**src/pifb_pkg.sv**
```systemverilog
/*
 * Constants of the peripheral interrupt flag bank: register indices,
 * implemented-bit masks, reset values and bus answer codes.
 * Assumes a 32-bit AXI4-Lite register bus; byte address = 4 * index.
 */
`default_nettype none

package pifb_pkg;

	localparam int unsigned DATA_W = 32;
	localparam int unsigned REG_W  = 8;
	localparam int unsigned IDX_LO = 2;
	localparam int unsigned IDX_HI = 9;

	// Register indices
	localparam logic [7:0] IDX_GLOBAL_CTRL  = 8'h0B;
	localparam logic [7:0] IDX_REQ_ONE      = 8'h11;
	localparam logic [7:0] IDX_REQ_TWO      = 8'h12;
	localparam logic [7:0] IDX_REQ_THREE    = 8'h13;
	localparam logic [7:0] IDX_IRQ_STATUS   = 8'h20;
	localparam logic [7:0] IDX_IRQ_MASK     = 8'h21;
	localparam logic [7:0] IDX_ENABLE_ONE   = 8'h91;
	localparam logic [7:0] IDX_ENABLE_TWO   = 8'h92;
	localparam logic [7:0] IDX_ENABLE_THREE = 8'h93;

	// Implemented bits, shared by each enable and request pair
	localparam logic [7:0] IMPL_ONE   = 8'hF3;
	localparam logic [7:0] IMPL_TWO   = 8'h60;
	localparam logic [7:0] IMPL_THREE = 8'hF0;

	// Comparator bits in the second pair
	localparam int unsigned CMP_TWO_BIT = 6;
	localparam int unsigned CMP_ONE_BIT = 5;

	// Global control fields
	localparam int unsigned GLOBAL_EN_BIT = 7;
	localparam int unsigned PERIPH_EN_BIT = 6;

	// Interrupt status / mask layout: one bit per request register
	localparam int unsigned EVT_W = 3;

	// Reset values
	localparam logic [7:0]       RST_ENABLE  = 8'h00;
	localparam logic [7:0]       RST_REQUEST = 8'h00;
	localparam logic [7:0]       RST_GLOBAL  = 8'h00;
	localparam logic [EVT_W-1:0] RST_STATUS  = 3'h0;
	localparam logic [EVT_W-1:0] RST_MASK    = 3'h0;

	localparam logic [1:0] AXI_OKAY = 2'h0;

endpackage : pifb_pkg

`default_nettype wire

```
**src/pifb_top.sv**
```systemverilog
/*
 * Peripheral interrupt flag bank: three enable registers, three request
 * registers, global control, and a sticky status / mask pair driving
 * one level interrupt, all behind an AXI4-Lite slave.
 * Assumes event inputs come from logic on ref_clk_i.
 */
`default_nettype none

module pifb_top #(
	parameter int unsigned ADDR_W = 12
) (
	input  wire logic                  ref_clk_i,
	input  wire logic                  sys_rst_i,
	input  wire logic                  ce_i,
	input  wire logic [7:0]            evt_one_i,
	input  wire logic [7:0]            evt_two_i,
	input  wire logic [7:0]            evt_three_i,
	output logic                       core_irq_o,
	output logic                       irq_o,
	input  wire logic [ADDR_W-1:0]     s_axi_awaddr_i,
	input  wire logic                  s_axi_awvalid_i,
	output logic                       s_axi_awready_o,
	input  wire logic [pifb_pkg::DATA_W-1:0] s_axi_wdata_i,
	input  wire logic [3:0]            s_axi_wstrb_i,
	input  wire logic                  s_axi_wvalid_i,
	output logic                       s_axi_wready_o,
	output logic [1:0]                 s_axi_bresp_o,
	output logic                       s_axi_bvalid_o,
	input  wire logic                  s_axi_bready_i,
	input  wire logic [ADDR_W-1:0]     s_axi_araddr_i,
	input  wire logic                  s_axi_arvalid_i,
	output logic                       s_axi_arready_o,
	output logic [pifb_pkg::DATA_W-1:0] s_axi_rdata_o,
	output logic [1:0]                 s_axi_rresp_o,
	output logic                       s_axi_rvalid_o,
	input  wire logic                  s_axi_rready_i
);
	import pifb_pkg::*;

	// Write channel state
	logic              aw_rdy_ff;
	logic              w_rdy_ff;
	logic              aw_full_ff;
	logic              w_full_ff;
	logic              bvalid_ff;
	logic [7:0]        wr_idx_ff;
	logic              wr_hi_ok_ff;
	logic [7:0]        wdata_ff;
	logic              wstrb0_ff;
	// Read channel state
	logic              ar_rdy_ff;
	logic              rvalid_ff;
	logic [DATA_W-1:0] rdata_ff;
	// Register state
	logic [7:0]        pie_one_ff;
	logic [7:0]        pie_two_ff;
	logic [7:0]        pie_three_ff;
	logic              gie_ff;
	logic              peripheral_irq_enable_ff;
	logic [EVT_W-1:0]  status_ff;
	logic [EVT_W-1:0]  mask_ff;
	logic              core_irq_ff;
	logic              irq_ff;
	logic [7:0]        pir_one;
	logic [7:0]        pir_two;
	logic [7:0]        pir_three;

	// Bus handshakes, frozen with the clock enable
	wire aw_hs = ce_i & s_axi_awvalid_i & aw_rdy_ff;
	wire w_hs  = ce_i & s_axi_wvalid_i & w_rdy_ff;
	wire b_hs  = ce_i & s_axi_bready_i & bvalid_ff;
	wire ar_hs = ce_i & s_axi_arvalid_i & ar_rdy_ff;
	wire r_hs  = ce_i & s_axi_rready_i & rvalid_ff;
	wire wr_go = ce_i & aw_full_ff & w_full_ff & ~bvalid_ff;

	// Only low byte lane carries register data
	wire wr_en = wr_go & wstrb0_ff & wr_hi_ok_ff;

	wire aw_hi_ok = ~|s_axi_awaddr_i[ADDR_W-1:IDX_HI+1];
	wire ar_hi_ok = ~|s_axi_araddr_i[ADDR_W-1:IDX_HI+1];
	wire [7:0] ar_idx = s_axi_araddr_i[IDX_HI:IDX_LO];

	// Write decode
	wire wr_pie_one   = wr_en & (wr_idx_ff == IDX_ENABLE_ONE);
	wire wr_pie_two   = wr_en & (wr_idx_ff == IDX_ENABLE_TWO);
	wire wr_pie_three = wr_en & (wr_idx_ff == IDX_ENABLE_THREE);
	wire wr_pir_one   = wr_en & (wr_idx_ff == IDX_REQ_ONE);
	wire wr_pir_two   = wr_en & (wr_idx_ff == IDX_REQ_TWO);
	wire wr_pir_three = wr_en & (wr_idx_ff == IDX_REQ_THREE);
	wire wr_global    = wr_en & (wr_idx_ff == IDX_GLOBAL_CTRL);
	wire wr_mask      = wr_en & (wr_idx_ff == IDX_IRQ_MASK);

	// Read decode; anything else answers zero
	wire [7:0] rd_byte =
		~ar_hi_ok                      ? 8'h00 :
		(ar_idx == IDX_ENABLE_ONE)     ? pie_one_ff :
		(ar_idx == IDX_ENABLE_TWO)     ? pie_two_ff :
		(ar_idx == IDX_ENABLE_THREE)   ? pie_three_ff :
		(ar_idx == IDX_REQ_ONE)        ? pir_one :
		(ar_idx == IDX_REQ_TWO)        ? pir_two :
		(ar_idx == IDX_REQ_THREE)      ? pir_three :
		(ar_idx == IDX_GLOBAL_CTRL)    ? {gie_ff, peripheral_irq_enable_ff, 6'h00} :
		(ar_idx == IDX_IRQ_STATUS)     ? {5'h00, status_ff} :
		(ar_idx == IDX_IRQ_MASK)       ? {5'h00, mask_ff} :
		8'h00;
	wire rd_status = ar_hs & ar_hi_ok & (ar_idx == IDX_IRQ_STATUS);

	// Implemented events per request register
	wire [EVT_W-1:0] new_evt = {|(evt_three_i & IMPL_THREE),
		|(evt_two_i & IMPL_TWO), |(evt_one_i & IMPL_ONE)};
	// Read clears status, but a same-cycle event survives
	wire [EVT_W-1:0] nxt_status = (rd_status ? RST_STATUS : status_ff)
		| new_evt;

	wire pend_any = |(pir_one & pie_one_ff) | |(pir_two & pie_two_ff)
		| |(pir_three & pie_three_ff);
	wire nxt_core_irq = gie_ff & peripheral_irq_enable_ff & pend_any;
	wire nxt_irq = |(status_ff & mask_ff);

	// Request flag registers
	pifb_flag_reg #(
		.IMPL(IMPL_ONE)
	) u_req_one (
		.ref_clk_i (ref_clk_i),
		.sys_rst_i (sys_rst_i),
		.ce_i      (ce_i),
		.evt_i     (evt_one_i),
		.wr_i      (wr_pir_one),
		.wdata_i   (wdata_ff),
		.flag_o    (pir_one)
	);

	pifb_flag_reg #(
		.IMPL(IMPL_TWO)
	) u_req_two (
		.ref_clk_i (ref_clk_i),
		.sys_rst_i (sys_rst_i),
		.ce_i      (ce_i),
		.evt_i     (evt_two_i),
		.wr_i      (wr_pir_two),
		.wdata_i   (wdata_ff),
		.flag_o    (pir_two)
	);

	pifb_flag_reg #(
		.IMPL(IMPL_THREE)
	) u_req_three (
		.ref_clk_i (ref_clk_i),
		.sys_rst_i (sys_rst_i),
		.ce_i      (ce_i),
		.evt_i     (evt_three_i),
		.wr_i      (wr_pir_three),
		.wdata_i   (wdata_ff),
		.flag_o    (pir_three)
	);

	// Write address / data capture; either may arrive first
	always_ff @(posedge ref_clk_i or posedge sys_rst_i) begin
		if (sys_rst_i) begin
			aw_rdy_ff   <= 1'b1;
			aw_full_ff  <= 1'b0;
			wr_idx_ff   <= 8'h00;
			wr_hi_ok_ff <= 1'b0;
		end else if (aw_hs) begin
			aw_rdy_ff   <= 1'b0;
			aw_full_ff  <= 1'b1;
			wr_idx_ff   <= s_axi_awaddr_i[IDX_HI:IDX_LO];
			wr_hi_ok_ff <= aw_hi_ok;
		end else if (wr_go) begin
			aw_full_ff  <= 1'b0;
		end else if (b_hs) begin
			aw_rdy_ff   <= 1'b1;
		end
	end

	always_ff @(posedge ref_clk_i or posedge sys_rst_i) begin
		if (sys_rst_i) begin
			w_rdy_ff  <= 1'b1;
			w_full_ff <= 1'b0;
			wdata_ff  <= 8'h00;
			wstrb0_ff <= 1'b0;
		end else if (w_hs) begin
			w_rdy_ff  <= 1'b0;
			w_full_ff <= 1'b1;
			wdata_ff  <= s_axi_wdata_i[REG_W-1:0];
			wstrb0_ff <= s_axi_wstrb_i[0];
		end else if (wr_go) begin
			w_full_ff <= 1'b0;
		end else if (b_hs) begin
			w_rdy_ff  <= 1'b1;
		end
	end

	always_ff @(posedge ref_clk_i or posedge sys_rst_i) begin
		if (sys_rst_i) begin
			bvalid_ff <= 1'b0;
		end else if (wr_go) begin
			bvalid_ff <= 1'b1;
		end else if (b_hs) begin
			bvalid_ff <= 1'b0;
		end
	end

	// Read channel: one cycle from address to data
	always_ff @(posedge ref_clk_i or posedge sys_rst_i) begin
		if (sys_rst_i) begin
			ar_rdy_ff <= 1'b1;
			rvalid_ff <= 1'b0;
			rdata_ff  <= 32'h0000_0000;
		end else if (ar_hs) begin
			ar_rdy_ff <= 1'b0;
			rvalid_ff <= 1'b1;
			rdata_ff  <= {24'h00_0000, rd_byte};
		end else if (r_hs) begin
			ar_rdy_ff <= 1'b1;
			rvalid_ff <= 1'b0;
		end
	end

	// Enable and global control registers
	always_ff @(posedge ref_clk_i or posedge sys_rst_i) begin
		if (sys_rst_i) begin
			pie_one_ff   <= RST_ENABLE;
			pie_two_ff   <= RST_ENABLE;
			pie_three_ff <= RST_ENABLE;
			gie_ff       <= RST_GLOBAL[GLOBAL_EN_BIT];
			peripheral_irq_enable_ff      <= RST_GLOBAL[PERIPH_EN_BIT];
		end else if (ce_i) begin
			if (wr_pie_one) begin
				pie_one_ff <= wdata_ff & IMPL_ONE;
			end
			if (wr_pie_two) begin
				pie_two_ff <= wdata_ff & IMPL_TWO;
			end
			if (wr_pie_three) begin
				pie_three_ff <= wdata_ff & IMPL_THREE;
			end
			if (wr_global) begin
				gie_ff  <= wdata_ff[GLOBAL_EN_BIT];
				peripheral_irq_enable_ff <= wdata_ff[PERIPH_EN_BIT];
			end
		end
	end

	// Sticky status, mask and the two interrupt outputs
	always_ff @(posedge ref_clk_i or posedge sys_rst_i) begin
		if (sys_rst_i) begin
			status_ff   <= RST_STATUS;
			mask_ff     <= RST_MASK;
			core_irq_ff <= 1'b0;
			irq_ff      <= 1'b0;
		end else if (ce_i) begin
			status_ff   <= nxt_status;
			if (wr_mask) begin
				mask_ff <= wdata_ff[EVT_W-1:0];
			end
			core_irq_ff <= nxt_core_irq;
			irq_ff      <= nxt_irq;
		end
	end

	assign s_axi_awready_o = aw_rdy_ff;
	assign s_axi_wready_o  = w_rdy_ff;
	assign s_axi_bvalid_o  = bvalid_ff;
	assign s_axi_bresp_o   = AXI_OKAY;
	assign s_axi_arready_o = ar_rdy_ff;
	assign s_axi_rvalid_o  = rvalid_ff;
	assign s_axi_rdata_o   = rdata_ff;
	assign s_axi_rresp_o   = AXI_OKAY;
	assign core_irq_o      = core_irq_ff;
	assign irq_o           = irq_ff;
endmodule // pifb_top

`default_nettype wire

```
**src/pifb_flag_reg.sv**
```systemverilog
/*
 * One 8-bit request flag register: events set bits, software writes,
 * unimplemented bits stay zero.
 * Assumes events are single-clock-domain pulses or levels.
 */
`default_nettype none

module pifb_flag_reg #(
	parameter logic [7:0] IMPL = 8'h00
) (
	input  wire logic       ref_clk_i,
	input  wire logic       sys_rst_i,
	input  wire logic       ce_i,
	input  wire logic [7:0] evt_i,
	input  wire logic       wr_i,
	input  wire logic [7:0] wdata_i,
	output logic      [7:0] flag_o
);
	import pifb_pkg::*;

	logic [7:0] flag_ff;
	logic [7:0] nxt_flag;

	// Event ORed after the write: a clear never swallows an event
	assign nxt_flag = ((wr_i ? wdata_i : flag_ff) | evt_i) & IMPL;

	always_ff @(posedge ref_clk_i or posedge sys_rst_i) begin
		if (sys_rst_i) begin
			flag_ff <= RST_REQUEST;
		end else if (ce_i) begin
			flag_ff <= nxt_flag;
		end
	end

	assign flag_o = flag_ff;

endmodule // pifb_flag_reg

`default_nettype wire

```
**config.mk**
```make
export PLATFORM = sky130hd
export DESIGN_NAME = pifb_top
export DESIGN_NICKNAME = d
export VERILOG_FILES = /design/src/pifb_pkg.sv /design/src/pifb_top.sv /design/src/pifb_flag_reg.sv
export SDC_FILE = /design/constraint.sdc
export NUM_CORES = 1
export LEC_CHECK = 0
export BUFFER_PORTS_ARGS = -buffer_cell sky130_fd_sc_hd__buf_2
export CAP_MARGIN = 20
export CORE_ASPECT_RATIO = 1.2
export CORE_MARGIN = 1.5
export CORE_UTILIZATION = 54
export DETAILED_ROUTE_END_ITERATION = 8
export PLACE_DENSITY = 0.92
export SLEW_MARGIN = 0
export SYNTH_ARGS = -nofsm -noshare
export SYNTH_HDL_FRONTEND = slang
export SYNTH_HIERARCHICAL = 1
export SYNTH_SLANG_ARGS = --single-unit
```
**constraint.sdc**
```tcl
create_clock -name ref_clk_i -period 3.4 [get_ports ref_clk_i]
set_input_delay 0.17 -clock ref_clk_i [delete_from_list [all_inputs] [get_ports ref_clk_i]]
set_output_delay 0.17 -clock ref_clk_i [all_outputs]
set_load 0.01 [all_outputs]
```
Word-level counts from Yosys, hierarchy flattened

Index checks and enable logic that the tools add are counted.

Word-level logic and storage cells: 132
Output and inout port bits: 43
Input bits: 92
Bits in registers: 67

Equal/unequal tests: 19
Reductions and logical operators: 24
Multiplexer cells: 27
Bitwise logic cells: 38

Operators with widths:

| kind               | count |
|---|---|
| $mux 8             | 10 |
| $eq 8x5->1 const B | 6 |
| $eq 8x8->1 const B | 6 |
| $and 1x1->1        | 27 |
| $eq 8x6->1 const B | 3 |
| $reduce_or 8->1    | 3 |
| $and 8x8->8        | 2 |
| $eq 8x4->1 const B | 2 |
| $or 8x8->8         | 2 |
| $reduce_and 2->1   | 7 |
| $mux 1             | 13 |
| $reduce_bool 2->1  | 6 |
| $mux 3             | 3 |
| $and 7x7->7        | 1 |
| $mux 7             | 1 |
| $or 7x7->7         | 1 |
| $reduce_or 2->1    | 3 |
| $reduce_or 6->1    | 1 |
| $ne 2x2->1 const B | 2 |
| $reduce_or 4->1    | 1 |
| $and 3x3->3        | 1 |
| $or 3x3->3         | 1 |
| $reduce_or 3->1    | 1 |
| $logic_not 1->1    | 2 |
| 2 further kinds    | 3 |

Longest topological paths before layout

Depth in word-level cells: 11
Mapped depth: 7
Depth with buffers taken out: 6

By module

The synthesis kept the hierarchy.

Modules (own cells, without submodules):

| module                      | instances | area each (um^2) | seq. area each (um^2) | cells each |
|---|---|---|---|---|
| pifb_top                    | 1         | 3109.2           | 1380.1                | 303 |
| pifb_flag_reg (u_req_one)   | 1         | 284.0            | 150.1                 | 23 |
| pifb_flag_reg (u_req_three) | 1         | 214.0            | 100.1                 | 19 |
| pifb_flag_reg (u_req_two)   | 1         | 141.4            | 50.0                  | 15 |

Least setup slack after synthesis

No wires, ideal clock.

Path type: reg2reg
From: register aw_full_ff
To: register pie_three_ff[4]
Buffers on the path: 1
Required time: 3.275 ns
Period minus slack after synthesis: 1.794 ns
Setup slack: 1.606 ns
Library setup time: 0.125 ns
Data arrival time: 1.669 ns
Stages on the path, launching flop included: 7
Cell sequence: dfrtp_1 -> nand4_1 -> nor3b_2 -> nand4_1 -> or4_1 -> buf_2 -> mux2_4

Longest elaborated chain between the ends: 7

Ends and longest elaborated chain:

| item                       | line            | text |
|---|---|---|
| from (decl)                | pifb_top.sv:43  | `logic aw_full_ff;` |
| from (signal assigned)     | pifb_top.sv:161 | `aw_full_ff <= 1'b0;` |
| from (signal assigned)     | pifb_top.sv:166 | `aw_full_ff <= 1'b1;` |
| from (signal assigned)     | pifb_top.sv:170 | `aw_full_ff <= 1'b0;` |
| $and 1x1->1 (3 in a row)   | pifb_top.sv:74  | `wire wr_go = ce_i & aw_full_ff & w_full_ff & ~bvalid_ff;` |
| $and 1x1->1 (2 in a row)   | pifb_top.sv:77  | `wire wr_en = wr_go & wstrb0_ff & wr_hi_ok_ff;` |
| $and 1x1->1                | pifb_top.sv:86  | `wire wr_pie_three = wr_en & (wr_idx_ff == IDX_ENABLE_THREE);` |
| $reduce_and 2->1 (no line) | -               |  |
| to (signal assigned)       | pifb_top.sv:236 | `pie_three_ff <= wdata_ff & IMPL_THREE;` |
| to (decl)                  | pifb_top.sv:57  | `logic [7:0] pie_three_ff;` |

No other way between the ends.
A chain may end at the register's enable or synchronous reset.

Worst setup path in the final report

From: register wr_idx_ff[5]
To: register u_req_one.flag_ff[1] (netlist: u_req_one/flag_o[1])

Longest elaborated chain between the ends: 4

Ends and longest elaborated chain:

| item                   | line                | text |
|---|---|---|
| from (decl)            | pifb_top.sv:46      | `logic [7:0] wr_idx_ff;` |
| from (signal assigned) | pifb_top.sv:167     | `wr_idx_ff <= s_axi_awaddr_i[IDX_HI:IDX_LO];` |
| $eq 8x5->1             | pifb_top.sv:87      | `wire wr_pir_one = wr_en & (wr_idx_ff == IDX_REQ_ONE);` |
| $and 1x1->1            | pifb_top.sv:87      |  |
| named net wr_pir_one   | pifb_top.sv:87      |  |
| $mux 8                 | pifb_flag_reg.sv:25 | `assign nxt_flag = ((wr_i ? wdata_i : flag_ff) \| evt_i) & IMPL;` |
| $or 8x8->8             | pifb_flag_reg.sv:25 |  |
| to (signal assigned)   | pifb_flag_reg.sv:31 | `flag_ff <= nxt_flag;` |
| to (decl)              | pifb_flag_reg.sv:21 | `logic [7:0] flag_ff;` |

The timed path passes the listed nets, and every way through them passes these cells.

==> impl_metrics.env <==
export IMPL_hp_start="s_axi_awaddr_i[7]"
export IMPL_cap_violations=0
export IMPL_timing_hold_ws_ps=48.7
export IMPL_cts_clk_slew_worst_paths_ps=70
export IMPL_area_delta_synth_final_pct=12.4
export IMPL_vdd_drop_max_uv=317
export IMPL_met1_length_mm=3.58
export IMPL_wirelength_mm=8.97
export IMPL_drt_drc_violations_left=0
export IMPL_setup_viol=0
export IMPL_r2r_cells=6
export IMPL_grt_start_max_net_pins=55
export IMPL_setup_worst_path_start="wr_idx_ff[5]"
export IMPL_place_gp_congestion=1.00
export IMPL_clk_root_buffer_cell="sky130_fd_sc_hd__clkbuf_8"
export IMPL_worst_hold_path_endpoint="wr_idx_ff[5]"
export IMPL_utilization=0.639
export IMPL_finalMaxSlewViolations=0
export IMPL_floorplan_initialDensity=0.569
export IMPL_max_freq_mhz=454
export IMPL_worst_setup_path_start_kind="flop"
export IMPL_layout_cells_most_common_list="sky130_fd_sc_hd__dfrtp_1 (63), sky130_fd_sc_hd__buf_2 (62), sky130_fd_sc_hd__conb_1 (40), sky130_fd_sc_hd__nand2_1 (31), sky130_fd_sc_hd__mux2_2 (29)"
export IMPL_die_height_um=93.8
export IMPL_drt_iter0_markers=268
export IMPL_hold_path_class="primary input to flop"
export IMPL_slew_worst_pin_ps=744
export IMPL_stdcell_count=512
export IMPL_clock_skew_final_ps=8.27
export IMPL_yosys_warnings=6
export IMPL_rr_startpoint="wr_idx_ff[5]"
export IMPL_floorplan_rows=32
export IMPL_pwr_density_cell_nw_per_um2=365
export IMPL_tritoncts="done"
export IMPL_grt_overflow_total=0
export IMPL_first_global_vias=2877
export IMPL_timing_critical_path_required_ps=3630
export IMPL_timing_hold_worst_path_depth=2
export IMPL_sink_count=66
export IMPL_chipWidth_um=78.7
export IMPL_multi_input_area_um2=1800
export IMPL_final_min_clock_period_ps=2200
export IMPL_postSynthCellCount=358
export IMPL_fp_coreArea_um2=6530
export IMPL_post_route_cells_drive_above_1_share=0.300
export IMPL_post_drt_wl_per_cell_um=17.5
export IMPL_flop_to_flop_setup_slack_ps=1200
export IMPL_h_tree_depth=3
export IMPL_fillers=522
export IMPL_routed_via_count=3091
export IMPL_route_top_layer_used="met4"
export IMPL_setup_total_negative_slack_ps=0
export IMPL_avgViaCountPerCell=6.04
export IMPL_die_area_um2=7380
export IMPL_worst_ep_arrival_time_ps=2440
export IMPL_power_leakage_nw=1.93
export IMPL_route_antenna_remaining_nets=0
export IMPL_met3RoutedLength_um=736
export IMPL_clk_insertion_delay_late_ps=350
export IMPL_met2_length_mm=4.44
export IMPL_status="finished clean"
export IMPL_mostFrequentLayoutCell="sky130_fd_sc_hd__dfrtp_1"
export IMPL_critPathCaptureType="flop"
export IMPL_timing_max_slew_rel_slack=0.497
export IMPL_timing_critical_path_fanout_max=7
export IMPL_cts_resized=0
export IMPL_cts_made_buffers=9
export IMPL_nets=514
export IMPL_dp_cells=491
export IMPL_cts_path_max_buffers=2
export IMPL_grt_antenna_before_repair=0
export IMPL_cell_area_after_synthesis_um2=3710
export IMPL_regArea_um2=1660
export IMPL_dp_hpwl_mm=6.54
export IMPL_top_level_ports=135
export IMPL_rr_endpoint="u_req_one/flag_o[1]"
export IMPL_period_utilization=0.648
export IMPL_grt_first_pass_wirelength_mm=14.2
export IMPL_unrepaired_setup_endpoints_after_global_routing="false"
export IMPL_antennaDiodeCount=0
export IMPL_syn_area_per_cell_um2=10.4
export IMPL_io_buffers=62
export IMPL_timing_setup_critical_path_class="flop to flop"
export IMPL_grt_use_total=0.257
export IMPL_final_hold_viol_count=0
export IMPL_dr_pass1_iters=5
export IMPL_totalPowerFinal_mw=1.52
## routing by layer
metal | up-vias | global-route usage
li1 | 1378 | -
met1 | 1493 | 0.320
met2 | 193 | 0.430
met3 | 27 | 0.0602
met4 | 0 | 0.0982
met5 | - | 0
## timing repair
action,4_1_cts,5_1_grt
buffers inserted,0,0
hold endpoints to repair,14,0
hold buffers,4,0
## cell type report
type,count,area share
repair buffers,69,0.0924
inverters,11,0.00990
clock inverters,2,0.00240
well taps,85,0.0255
flip-flops and latches,66,0.397
clock buffers,14,0.0414
multi-input cells,265,0.432
## worst max path at each step
stage	endpoint	slack (ps)	depth (start not counted)
after CTS	u_req_one/flag_o[1]	1270	6
after global placement	pie_three_ff[6]	1350	6
after detailed placement	pie_three_ff[5]	1280	6
after floorplan	pie_three_ff[4]	1610	6
after global routing	u_req_one/flag_o[7]	1130	6
final	u_req_one/flag_o[1]	1200	6
## registers in the layout, summed over array words and instances (netlist names), 2 cells and up
name,cells
status_ff,3
mask_ff,3
pie_one_ff,6
wdata_ff,7
pie_three_ff,4
pie_two_ff,2
wr_idx_ff,8
u_req_three/flag_o,4
u_req_one/flag_o,6
s_axi_rdata_o,8
u_req_two/flag_o,2
## where the power goes
group          internal, mW  switching, mW
Combinational        0.0456         0.0862
Sequential            0.786       0.000395
Clock                 0.322          0.282
## critical path: stages, from the launching register on
cell and delay (ps):
sky130_fd_sc_hd__dfrtp_1 410, sky130_fd_sc_hd__nor2b_1 230, sky130_fd_sc_hd__nor3b_1 330, sky130_fd_sc_hd__nand3_1 160
sky130_fd_sc_hd__nor2_1 450, sky130_fd_sc_hd__nand2_2 180, sky130_fd_sc_hd__o32a_1 320
## through the flow
step / worst slack [ps] / instance area (um2)
4_1_cts: 1270 / 4150
2_1_floorplan: 1610 / 3850
5_1_grt: 1130 / 4170
3_3_place_gp: 1350 / 3930
3_5_place_dp: 1280 / 3930
6_report: 1200 / 4170
(Power assumes the default switching activity.)
